`src/rtl/can_xcvr_pkg.sv`:
```
package can_xcvr_pkg;
   // transceiver mode field encodings
   localparam logic [1:0] MODE_OFF = 2'h0;
   localparam logic [1:0] MODE_WAKE = 2'h1;
   localparam logic [1:0] MODE_NORMAL = 2'h2;
   localparam logic [1:0] MODE_RXONLY = 2'h3;

   // register indices on the plain register port
   localparam int ADDR_W = 4;
   localparam int DATA_W = 8;
   localparam logic [ADDR_W-1:0] REG_CTRL = 4'h0;
   localparam logic [ADDR_W-1:0] REG_STATUS = 4'h1;

   // control register fields
   localparam int CTRL_MODE_LO = 0;
   localparam int CTRL_WDOG_BIT = 2;
   // status register fields
   localparam int ST_WAKE_BIT = 0;
   localparam int ST_FAIL_BIT = 1;
   localparam int ST_ARMED_BIT = 2;
   localparam int ST_TXTO_BIT = 3;
   localparam int ST_MODE_LO = 4;
   localparam int ST_GATE_BIT = 6;

   // clock of the filter counters: 200 MHz
   localparam int CLK_PERIOD_PS = 5000;
   localparam int PS_PER_NS = 1000;
   localparam int CNT_W = 24;

   // least time in ns -> whole cycles, rounded up, at least one
   function automatic int min_cycles(input int t_ns);
      int c;
      c = (t_ns * PS_PER_NS + CLK_PERIOD_PS - 1) / CLK_PERIOD_PS;
      return (c < 1) ? 1 : c;
   endfunction

   // operating mode of the surrounding system chip
   typedef enum logic [2:0] {
      CHIP_NORMAL,
      CHIP_STOP,
      CHIP_SLEEP,
      CHIP_RESTART,
      CHIP_FAILSAFE
   } chip_mode_t;

   typedef enum logic [1:0] {
      WK_IDLE,
      WK_DOM1,
      WK_GAP,
      WK_DOM2
   } wake_state_t;

   // register port request bundle
   typedef struct packed {
      logic [ADDR_W-1:0] addr;
      logic [DATA_W-1:0] wdata;
      logic wr;
      logic rd;
   } reg_req_t;

   // all state of the transceiver control block
   typedef struct packed {
      logic [2:0] tx_sync;
      logic [2:0] bus_sync;
      logic tx_f;
      logic bus_f;
      logic [1:0] mode;
      logic wdog_bit;
      chip_mode_t chip_prev;
      logic armed;
      logic wake_hold;
      logic wake_flag;
      logic fail_flag;
      logic int_pend;
      logic txto;
      logic tx_gate;
      logic [CNT_W-1:0] en_cnt;
      logic [CNT_W-1:0] wk_cnt;
      logic [CNT_W-1:0] tx_cnt;
      logic [CNT_W-1:0] bus_cnt;
      wake_state_t wk;
      logic drv_en;
      logic drv_dom;
      logic hiz;
      logic rxd;
      logic int_n;
      logic restart;
      logic wdog_req;
      logic [DATA_W-1:0] rdata;
   } xcvr_state_t;
endpackage

```
`src/rtl/can_xcvr_ctrl.sv`:
```
`timescale 1ns/1ps
// What this block does
// - after reset the transceiver is off: bus high impedance, nothing sent
// - in off mode bus wake activity is ignored and never reported
// - software picks the mode; normal only in chip normal or stop mode
// - normal mode drives the bus from transmit input, receive shows bus state
// - transmit low at end of enabling is ignored until transmit goes recessive
// - receive-only disables driver, keeps reception; only in chip normal or stop
// - wake capable allowed in stop, sleep, restart, normal; forced in fail-safe
// - wake needs two long dominant phases with a short recessive gap
// - on wake the receive output goes low until software changes the mode
// - after wake the mode field still reads wake capable, detection disarmed
// - leaving wake capable mode and returning rearms; flag clear not needed
// - chip entering stop, sleep or fail-safe rearms wake detection
// - wake in stop or normal: interrupt low, wake flag, receive low, no transition
// - wake in stop with watchdog-on-wake bit set requests watchdog enable
// - wake in sleep: request restart, receive low, record wake, no interrupt
// - long dominant transmit in normal mode: driver off, fail flag set
// - driver returns once transmit goes recessive; mode bits untouched
// - long dominant bus in any mode sets fail flag, mode untouched
module can_xcvr_ctrl #(
   parameter int T_EN_NS = 20000,
   parameter int WAKE_DOMINANT_FILTER_TIME_NS = 500,
   parameter int WAKE_RECESSIVE_GAP_TIME_NS = 1000000,
   parameter int T_TXTO_NS = 2000000,
   parameter int T_BUSTO_NS = 2000000
) (
   input wire logic clk_sys_in,
   input wire logic srst_in,
   input wire logic [can_xcvr_pkg::ADDR_W-1:0] reg_addr_in,
   input wire logic [can_xcvr_pkg::DATA_W-1:0] reg_wdata_in,
   input wire logic reg_wr_in,
   input wire logic reg_rd_in,
   output logic [can_xcvr_pkg::DATA_W-1:0] reg_rdata_out,
   input wire can_xcvr_pkg::chip_mode_t chip_mode_in,
   input wire logic can_tx_in,
   input wire logic bus_dominant_in,
   output logic drv_enable_out,
   output logic drv_dominant_out,
   output logic bus_hiz_out,
   output logic can_rx_out,
   output logic int_n_out,
   output logic restart_req_out,
   output logic wdog_enable_req_out
);
   // time figures turned into cycle counts
   localparam int EN_CYC = can_xcvr_pkg::min_cycles(T_EN_NS);
   localparam int WAKE1_CYC = can_xcvr_pkg::min_cycles(WAKE_DOMINANT_FILTER_TIME_NS);
   localparam int WAKE2_CYC = can_xcvr_pkg::min_cycles(WAKE_RECESSIVE_GAP_TIME_NS);
   localparam int TXTO_CYC = can_xcvr_pkg::min_cycles(T_TXTO_NS);
   localparam int BUSTO_CYC = can_xcvr_pkg::min_cycles(T_BUSTO_NS);
   localparam logic [can_xcvr_pkg::CNT_W-1:0] EN_C = can_xcvr_pkg::CNT_W'(EN_CYC);
   localparam logic [can_xcvr_pkg::CNT_W-1:0] WK1_C = can_xcvr_pkg::CNT_W'(WAKE1_CYC);
   localparam logic [can_xcvr_pkg::CNT_W-1:0] WK2_C = can_xcvr_pkg::CNT_W'(WAKE2_CYC);
   localparam logic [can_xcvr_pkg::CNT_W-1:0] TXTO_C = can_xcvr_pkg::CNT_W'(TXTO_CYC);
   localparam logic [can_xcvr_pkg::CNT_W-1:0] BUSTO_C = can_xcvr_pkg::CNT_W'(BUSTO_CYC);
   localparam logic [can_xcvr_pkg::CNT_W-1:0] CNT_ONE = 24'h000001;
   localparam logic [can_xcvr_pkg::CNT_W-1:0] CNT_MAX = 24'hFFFFFF;

   can_xcvr_pkg::xcvr_state_t st_q;
   can_xcvr_pkg::xcvr_state_t st_d;
   can_xcvr_pkg::reg_req_t req;
   logic [1:0] req_mode;
   logic mode_ok;
   logic wr_ctrl;
   logic wr_status;
   logic clr_wake;
   logic clr_fail;
   logic wake_det;
   logic rearm_chip;

   // saturating increment, shared by all four counters
   function automatic logic [can_xcvr_pkg::CNT_W-1:0] inc_sat(
      input logic [can_xcvr_pkg::CNT_W-1:0] c
   );
      return (c == CNT_MAX) ? c : c + CNT_ONE;
   endfunction

   ////////////////////////////////////////////////////////////////////////////
   // register port decode
   assign req = '{addr: reg_addr_in, wdata: reg_wdata_in, wr: reg_wr_in, rd: reg_rd_in};
   assign req_mode = req.wdata[can_xcvr_pkg::CTRL_MODE_LO +: 2];
   assign wr_ctrl = req.wr && (req.addr == can_xcvr_pkg::REG_CTRL);
   assign wr_status = req.wr && (req.addr == can_xcvr_pkg::REG_STATUS);
   // write one to clear the sticky flags
   assign clr_wake = wr_status && req.wdata[can_xcvr_pkg::ST_WAKE_BIT];
   assign clr_fail = wr_status && req.wdata[can_xcvr_pkg::ST_FAIL_BIT];

   // mode legality against chip mode; an illegal request leaves the mode alone
   always_comb begin
      case (req_mode)
         can_xcvr_pkg::MODE_OFF: mode_ok = 1'h1;
         can_xcvr_pkg::MODE_WAKE: mode_ok = (chip_mode_in != can_xcvr_pkg::CHIP_FAILSAFE);
         default: mode_ok = (chip_mode_in == can_xcvr_pkg::CHIP_NORMAL) ||
                            (chip_mode_in == can_xcvr_pkg::CHIP_STOP);
      endcase
   end

   // chip entering a low power or fail-safe mode rearms detection
   assign rearm_chip = (chip_mode_in != st_q.chip_prev) &&
                       ((chip_mode_in == can_xcvr_pkg::CHIP_STOP) ||
                        (chip_mode_in == can_xcvr_pkg::CHIP_SLEEP) ||
                        (chip_mode_in == can_xcvr_pkg::CHIP_FAILSAFE));

   ////////////////////////////////////////////////////////////////////////////
   // next state
   always_comb begin
      st_d = st_q;
      wake_det = 1'h0;
      // three flops per pin; a change counts once stages two and three agree
      st_d.tx_sync = {st_q.tx_sync[1:0], can_tx_in};
      st_d.bus_sync = {st_q.bus_sync[1:0], bus_dominant_in};
      if (st_q.tx_sync[1] == st_q.tx_sync[2]) begin
         st_d.tx_f = st_q.tx_sync[2];
      end
      if (st_q.bus_sync[1] == st_q.bus_sync[2]) begin
         st_d.bus_f = st_q.bus_sync[2];
      end
      st_d.chip_prev = chip_mode_in;

      // mode and configuration writes; any real change of mode drops the wake hold
      if (wr_ctrl) begin
         st_d.wdog_bit = req.wdata[can_xcvr_pkg::CTRL_WDOG_BIT];
         if (mode_ok && req_mode != st_q.mode) begin
            st_d.mode = req_mode;
            st_d.wake_hold = 1'h0;
            st_d.en_cnt = '0;
            st_d.tx_gate = 1'h0;
         end
      end
      if (chip_mode_in == can_xcvr_pkg::CHIP_FAILSAFE &&
          st_q.mode != can_xcvr_pkg::MODE_WAKE) begin
         st_d.mode = can_xcvr_pkg::MODE_WAKE;
         st_d.wake_hold = 1'h0;
      end
      // any mode other than wake capable leaves detection armed for the return
      if (st_d.mode != can_xcvr_pkg::MODE_WAKE || rearm_chip) begin
         st_d.armed = 1'h1;
      end

      // wake pattern filter: dominant > t1, recessive gap < t2, dominant > t1
      if (st_q.mode != can_xcvr_pkg::MODE_WAKE || !st_q.armed) begin
         st_d.wk = can_xcvr_pkg::WK_IDLE;
         st_d.wk_cnt = '0;
      end else begin
         st_d.wk_cnt = inc_sat(st_q.wk_cnt);
         case (st_q.wk)
            can_xcvr_pkg::WK_IDLE: begin
               st_d.wk_cnt = '0;
               if (st_q.bus_f) begin
                  st_d.wk = can_xcvr_pkg::WK_DOM1;
               end
            end
            can_xcvr_pkg::WK_DOM1: begin
               if (!st_q.bus_f) begin
                  st_d.wk_cnt = '0;
                  st_d.wk = (st_q.wk_cnt > WK1_C) ? can_xcvr_pkg::WK_GAP :
                            can_xcvr_pkg::WK_IDLE;
               end
            end
            can_xcvr_pkg::WK_GAP: begin
               if (st_q.bus_f) begin
                  st_d.wk_cnt = '0;
                  st_d.wk = can_xcvr_pkg::WK_DOM2;
               end else if (st_q.wk_cnt >= WK2_C) begin
                  st_d.wk = can_xcvr_pkg::WK_IDLE;
               end
            end
            can_xcvr_pkg::WK_DOM2: begin
               if (!st_q.bus_f) begin
                  st_d.wk = can_xcvr_pkg::WK_IDLE;
               end else if (st_q.wk_cnt > WK1_C) begin
                  wake_det = 1'h1;
                  st_d.wk = can_xcvr_pkg::WK_IDLE;
               end
            end
            default: st_d.wk = can_xcvr_pkg::WK_IDLE;
         endcase
      end

      // wake reaction depends on the chip mode; mode field stays wake capable
      st_d.restart = 1'h0;
      st_d.wdog_req = 1'h0;
      if (wake_det) begin
         st_d.armed = 1'h0;
         st_d.wake_hold = 1'h1;
         if (chip_mode_in == can_xcvr_pkg::CHIP_NORMAL ||
             chip_mode_in == can_xcvr_pkg::CHIP_STOP) begin
            st_d.int_pend = 1'h1;
         end else begin
            st_d.restart = 1'h1;
         end
         if (chip_mode_in == can_xcvr_pkg::CHIP_STOP && st_q.wdog_bit) begin
            st_d.wdog_req = 1'h1;
         end
      end

      // enabling time after entering normal; a low transmit level at the end waits
      // for recessive so a stuck-low controller cannot grab the bus
      if (st_q.mode == can_xcvr_pkg::MODE_NORMAL && !st_q.tx_gate) begin
         if (st_q.en_cnt < EN_C) begin
            st_d.en_cnt = inc_sat(st_q.en_cnt);
         end else if (st_q.tx_f) begin
            st_d.tx_gate = 1'h1;
         end
      end

      // transmit dominant time-out
      if (st_q.mode == can_xcvr_pkg::MODE_NORMAL && st_q.tx_gate && !st_q.tx_f) begin
         st_d.tx_cnt = inc_sat(st_q.tx_cnt);
         if (st_q.tx_cnt >= TXTO_C) begin
            st_d.txto = 1'h1;
         end
      end else begin
         st_d.tx_cnt = '0;
         st_d.txto = 1'h0;
      end

      // bus dominant clamp, watched in every mode
      st_d.bus_cnt = st_q.bus_f ? inc_sat(st_q.bus_cnt) : '0;

      // sticky flags: set wins over a clear in the same cycle
      if (clr_wake) begin
         st_d.wake_flag = 1'h0;
         st_d.int_pend = 1'h0;
      end
      if (clr_fail) begin
         st_d.fail_flag = 1'h0;
      end
      if (wake_det) begin
         st_d.wake_flag = 1'h1;
         if (st_d.restart == 1'h0) begin
            st_d.int_pend = 1'h1;
         end
      end
      if ((st_q.mode == can_xcvr_pkg::MODE_NORMAL && st_q.tx_gate && !st_q.tx_f &&
           st_q.tx_cnt >= TXTO_C) || st_q.bus_cnt >= BUSTO_C) begin
         st_d.fail_flag = 1'h1;
      end

      // pin outputs, registered from the current state
      st_d.drv_en = (st_q.mode == can_xcvr_pkg::MODE_NORMAL) && st_q.tx_gate &&
                    !st_q.txto;
      st_d.drv_dom = st_d.drv_en && !st_q.tx_f;
      st_d.hiz = (st_q.mode == can_xcvr_pkg::MODE_OFF);
      if (st_q.wake_hold) begin
         st_d.rxd = 1'h0;
      end else if (st_q.mode == can_xcvr_pkg::MODE_NORMAL ||
                   st_q.mode == can_xcvr_pkg::MODE_RXONLY) begin
         st_d.rxd = !st_q.bus_f;
      end else begin
         st_d.rxd = 1'h1;
      end
      st_d.int_n = !st_q.int_pend;

      // read data stand only in the cycle after the strobe
      st_d.rdata = '0;
      if (req.rd) begin
         if (req.addr == can_xcvr_pkg::REG_CTRL) begin
            st_d.rdata[can_xcvr_pkg::CTRL_MODE_LO +: 2] = st_q.mode;
            st_d.rdata[can_xcvr_pkg::CTRL_WDOG_BIT] = st_q.wdog_bit;
         end else if (req.addr == can_xcvr_pkg::REG_STATUS) begin
            st_d.rdata[can_xcvr_pkg::ST_WAKE_BIT] = st_q.wake_flag;
            st_d.rdata[can_xcvr_pkg::ST_FAIL_BIT] = st_q.fail_flag;
            st_d.rdata[can_xcvr_pkg::ST_ARMED_BIT] = st_q.armed;
            st_d.rdata[can_xcvr_pkg::ST_TXTO_BIT] = st_q.txto;
            st_d.rdata[can_xcvr_pkg::ST_MODE_LO +: 2] = st_q.mode;
            st_d.rdata[can_xcvr_pkg::ST_GATE_BIT] = st_q.tx_gate;
         end
      end
   end

   ////////////////////////////////////////////////////////////////////////////
   // state register; reset lands in off mode with idle pin levels
   always_ff @(posedge clk_sys_in) begin
      if (srst_in) begin
         st_q <= '0;
         st_q.tx_sync <= 3'h7;
         st_q.tx_f <= 1'h1;
         st_q.armed <= 1'h1;
         st_q.hiz <= 1'h1;
         st_q.rxd <= 1'h1;
         st_q.int_n <= 1'h1;
      end else begin
         st_q <= st_d;
      end
   end

   assign reg_rdata_out = st_q.rdata;
   assign drv_enable_out = st_q.drv_en;
   assign drv_dominant_out = st_q.drv_dom;
   assign bus_hiz_out = st_q.hiz;
   assign can_rx_out = st_q.rxd;
   assign int_n_out = st_q.int_n;
   assign restart_req_out = st_q.restart;
   assign wdog_enable_req_out = st_q.wdog_req;
endmodule

```
`config.mk`:
```
export PLATFORM = sky130hd
export DESIGN_NAME = can_xcvr_ctrl
export DESIGN_NICKNAME = d
export VERILOG_FILES = /design/src/rtl/can_xcvr_pkg.sv /design/src/rtl/can_xcvr_ctrl.sv
export SDC_FILE = /design/constraint.sdc
export NUM_CORES = 1
export LEC_CHECK = 0
export BUFFER_PORTS_ARGS = -buffer_cell sky130_fd_sc_hd__buf_2
export CORE_ASPECT_RATIO = 0.9
export CORE_MARGIN = 1.5
export CORE_UTILIZATION = 25
export CTS_CLUSTER_DIAMETER = 60
export DETAILED_ROUTE_END_ITERATION = 8
export MAX_ROUTING_LAYER = met4
export PLACE_DENSITY_LB_ADDON = 0.12
export SLEW_MARGIN = 5
export SYNTH_ARGS = -nofsm -noshare
export SYNTH_HDL_FRONTEND = slang
export SYNTH_SLANG_ARGS = --single-unit
```
`constraint.sdc`:
```
create_clock -name clk_sys_in -period 2.3 [get_ports clk_sys_in]
set_input_delay 0.115 -clock clk_sys_in [delete_from_list [all_inputs] [get_ports clk_sys_in]]
set_output_delay 0.115 -clock clk_sys_in [all_outputs]
set_load 0.005 [all_outputs]
```
==> flow_summary_export.csv <==
group,metric,value,unit
sta,period_needed,2.07,ns
synth,yosysMostFrequentCell,"dfxtp_1",
synth,synth-main-ff-cell,"dfxtp_1",
final_layout,fin_area,7410,sq um
grt,grt_max_degree,39,
synth,synthDistinctLibCells,67,
floorplanning,ioPinCount,36,
final_layout,syn2layout_area_growth,18.5,%
sta,rsz0062_at_grt,"no",
grt,grt.overflow.total,0,
final_layout,fillerInstances,2567,
clock_network,clock_path_buffers,2,
worst_setup_path,critPathMaxFanout,10,
route,first_pass_iters,4,
status,outcome,"completed",
clock_network,cts_root_buf,"clkbuf_16",
route,ant_nets,0,
route,post_drt_via_cell_ratio,4.74,
floorplanning,die_h,153,um
clock_network,numCtsBuffers,17,
synth,yosysWarnings,0,
synth,synth_seq_cells,133,
grt,antenna_found_initial,0,
synth,ys_seq_area_frac,0.426,
synth,syn_nets,760,
sta,tightestPinTransition,0.708,ns
flow_run,max_cap_violations,0,
final_layout,multiInputGateArea,3320,sq um
floorplanning,fp.dieW,170,um
sta,drv_slew,0,
final_layout,final_core_util,0.304,
route,routedWlPerCell,13.4,um
clock_network,clkLatencyLatePin,0.42,ns
synth,syn_avg_cell_area,8.54,sq um
worst_setup_path,slowest_stage,"a211oi_4",
clock_network,path_clk_slew,0.06,ns
synth,async_flop_share,0,
floorplanning,dieArea,26000,sq um
grt,grt_pass1_vias,5149,
route,wl,14.9,mm
sta,final-setup-viol-count,0,
grt,grt_pass1_wl,25.3,mm
worst_setup_path,critPathArrivalTime,2.38,ns
route,drc,0,
place,gp_congestion,0.754,
sta,hold_viol,0,
pwr,p_leak,0.00266,uW
pwr,p_per_area,680,nW/um^2
sta,tns,0,ns
sta,period_share,0.900,
final_layout,insertedDiodeCount,0,
synth,synth_top_area_cell,"dfxtp_1",
pwr,max-vdd-ir-drop,471,uV
clock_network,cts.sinks,133,
worst_setup_path,required,2.61,ns
synth,yosys.area.top_type_share,0.426,
floorplanning,start_util,0.256,
sta,skew,0.00987,ns
synth,syn_area,6250,sq um
worst_setup_path,critPathCaptureType,"flop",
sta,slew_headroom,0.528,
worst_setup_path,path_cells,"ha_1 -> and2_1 -> and4_1 -> a211oi_4 -> a31oi_1 -> a41o_1",
route,via_count,5285,
place,portBuffers,29,
floorplanning,core_area,24400,sq um
synth,postSynthCellCount,732,
final_layout,layout.nets,794,
place,placed_area,6790,sq um
worst_setup_path,crit_type,"flop to flop",
synth,synth_edf_count,0,
worst_setup_path,startpoint_type,"flop",
floorplanning,num_rows,54,
sta,fmax,0.483,GHz
clock_network,cts_setup_buffers,0,
synth,synth_commonest_cells,"dfxtp_1, nor2_1, nand2_1",
final_layout,drive_gt1_frac,0.128,
route,drt-initial-drc-count,299,
clock_network,cts_htree_levels,4,
worst_hold_path,min_path_type,"primary input to flop",
place,dp_hpwl,10.4,mm
clock_network,cts_tree,"done",
synth,yosys-top-cells-area,"dfxtp_1, nor2_1, xnor2_1",
grt,grt_usage,0.125,
worst_setup_path,max_stage_delay,0.50,ns
final_layout,seqCellArea,2660,sq um
## cell families (layout without fill, tap and decap cells)
logic type,after synthesis,in the layout,share of synthesized area
AOI/OAI and AO/OA,136,136,0.147
and+or+nand+nor,343,343,0.289
adders and majority gates,7,7,0.0140
buffers and inverters,56,103,0.0422
other,1,1,0.000600
DFF,133,133,0.426
muxes,10,10,0.0162
xor gates and xnor gates,46,46,0.0645
## where the power goes
part	internal (uW)	switching, uW
clock	1620	1000
combinational	40.3	51.0
sequential	2310	7.30
total	3970	1060
## path summary, 6_finish.rpt
| check | start | to | slack, ns | depth (start not counted) |
|---|---|---|---|---|
| worst min register to register | st_q[115]$_SDFF_PP0_ | int_n_out$_SDFF_PP1_ | 0.40 | 1 |
| worst max-delay path | st_q[65]$_SDFF_PP0_ | st_q[86]$_SDFF_PP0_ | 0.23 | 6 |
| worst max register to register | st_q[65]$_SDFF_PP0_ | st_q[86]$_SDFF_PP0_ | 0.23 | 6 |
| worst min-delay path | chip_mode_in[1] | st_q[115]$_SDFF_PP0_ | 0.02 | 2 |
## worst max-delay path, delay by kind of cell, from the launching register on
kind	cells	cell delay (ns)
DFF	1	0.34
adders and majority gates	1	0.24
and+or+nand+nor	2	0.50
AOI/OAI and AO/OA	3	0.87
## sequential cells by signal, summed over array words and instances, names as in the netlist
signal and flops:
st_q 115, reg_rdata_out 7, st_d 4, bus_hiz_out 1
can_rx_out 1, drv_dominant_out 1, drv_enable_out 1, int_n_out 1
restart_req_out 1, wdog_enable_req_out 1
## through the flow
step	power (uW)	instances	setup slack (ns)	hold slack, ns
finish	5040	1115	0.230	0.0228
global placement	2460	1077	0.286	0.314
CTS	5130	1115	0.222	0.00339
floorplan	2420	732	0.496	0.218
global route	5240	1115	0.0444	0.00632
detailed placement	2460	1077	0.232	0.313
## layer usage
metal | global-route usage | routed length, um | up-vias
met5 | - | 0 | -
met4 | 0.0430 | 180 | 0
met3 | 0.0306 | 454 | 11
met2 | 0.195 | 6950 | 55
met1 | 0.158 | 7340 | 2536
li1 | - | - | 2683
## layout by cell type, fill, tap and decap left out, types with 4 or more instances in the layout
master	count
clkbuf_16	17
a21oi_1	39
and2_1	21
or2_2	4
a211oi_1	7
o21ai_0	20
xor2_1	15
nor4_1	14
buf_4	22
nand3_1	40
a41o_1	5
dlygate4sd3_1	6
ha_1	7
a311oi_1	5
nor3_1	16
clkinv_2	4
a31oi_1	18
nor2b_1	13
and3_1	22
nor2_1	91
dfxtp_1	133
or4_1	4
nand2_1	58
xnor2_1	31
or3_1	7
o211ai_1	6
buf_2	29
mux2i_1	9
clkbuf_1	5
and4_1	9
nand2b_1	6
nand4_1	22
inv_1	13
a31o_2	5
## final cells by class
class	instances	share of cell area
Timing Repair Buffer	58	0.0527
Multi-Input combinational cell	543	0.449
Sequential cell	133	0.359
Clock inverter	9	0.0140
Tap cell	336	0.0568
Inverter	13	0.00659
Clock buffer	23	0.0618
## what timing repair did
action,4_1_cts,5_1_grt
gates resized for setup,0,0
hold buffers,6,0
endpoints found under the hold margin,5,0
No activity file was read; power rests on OpenSTA's default activity.
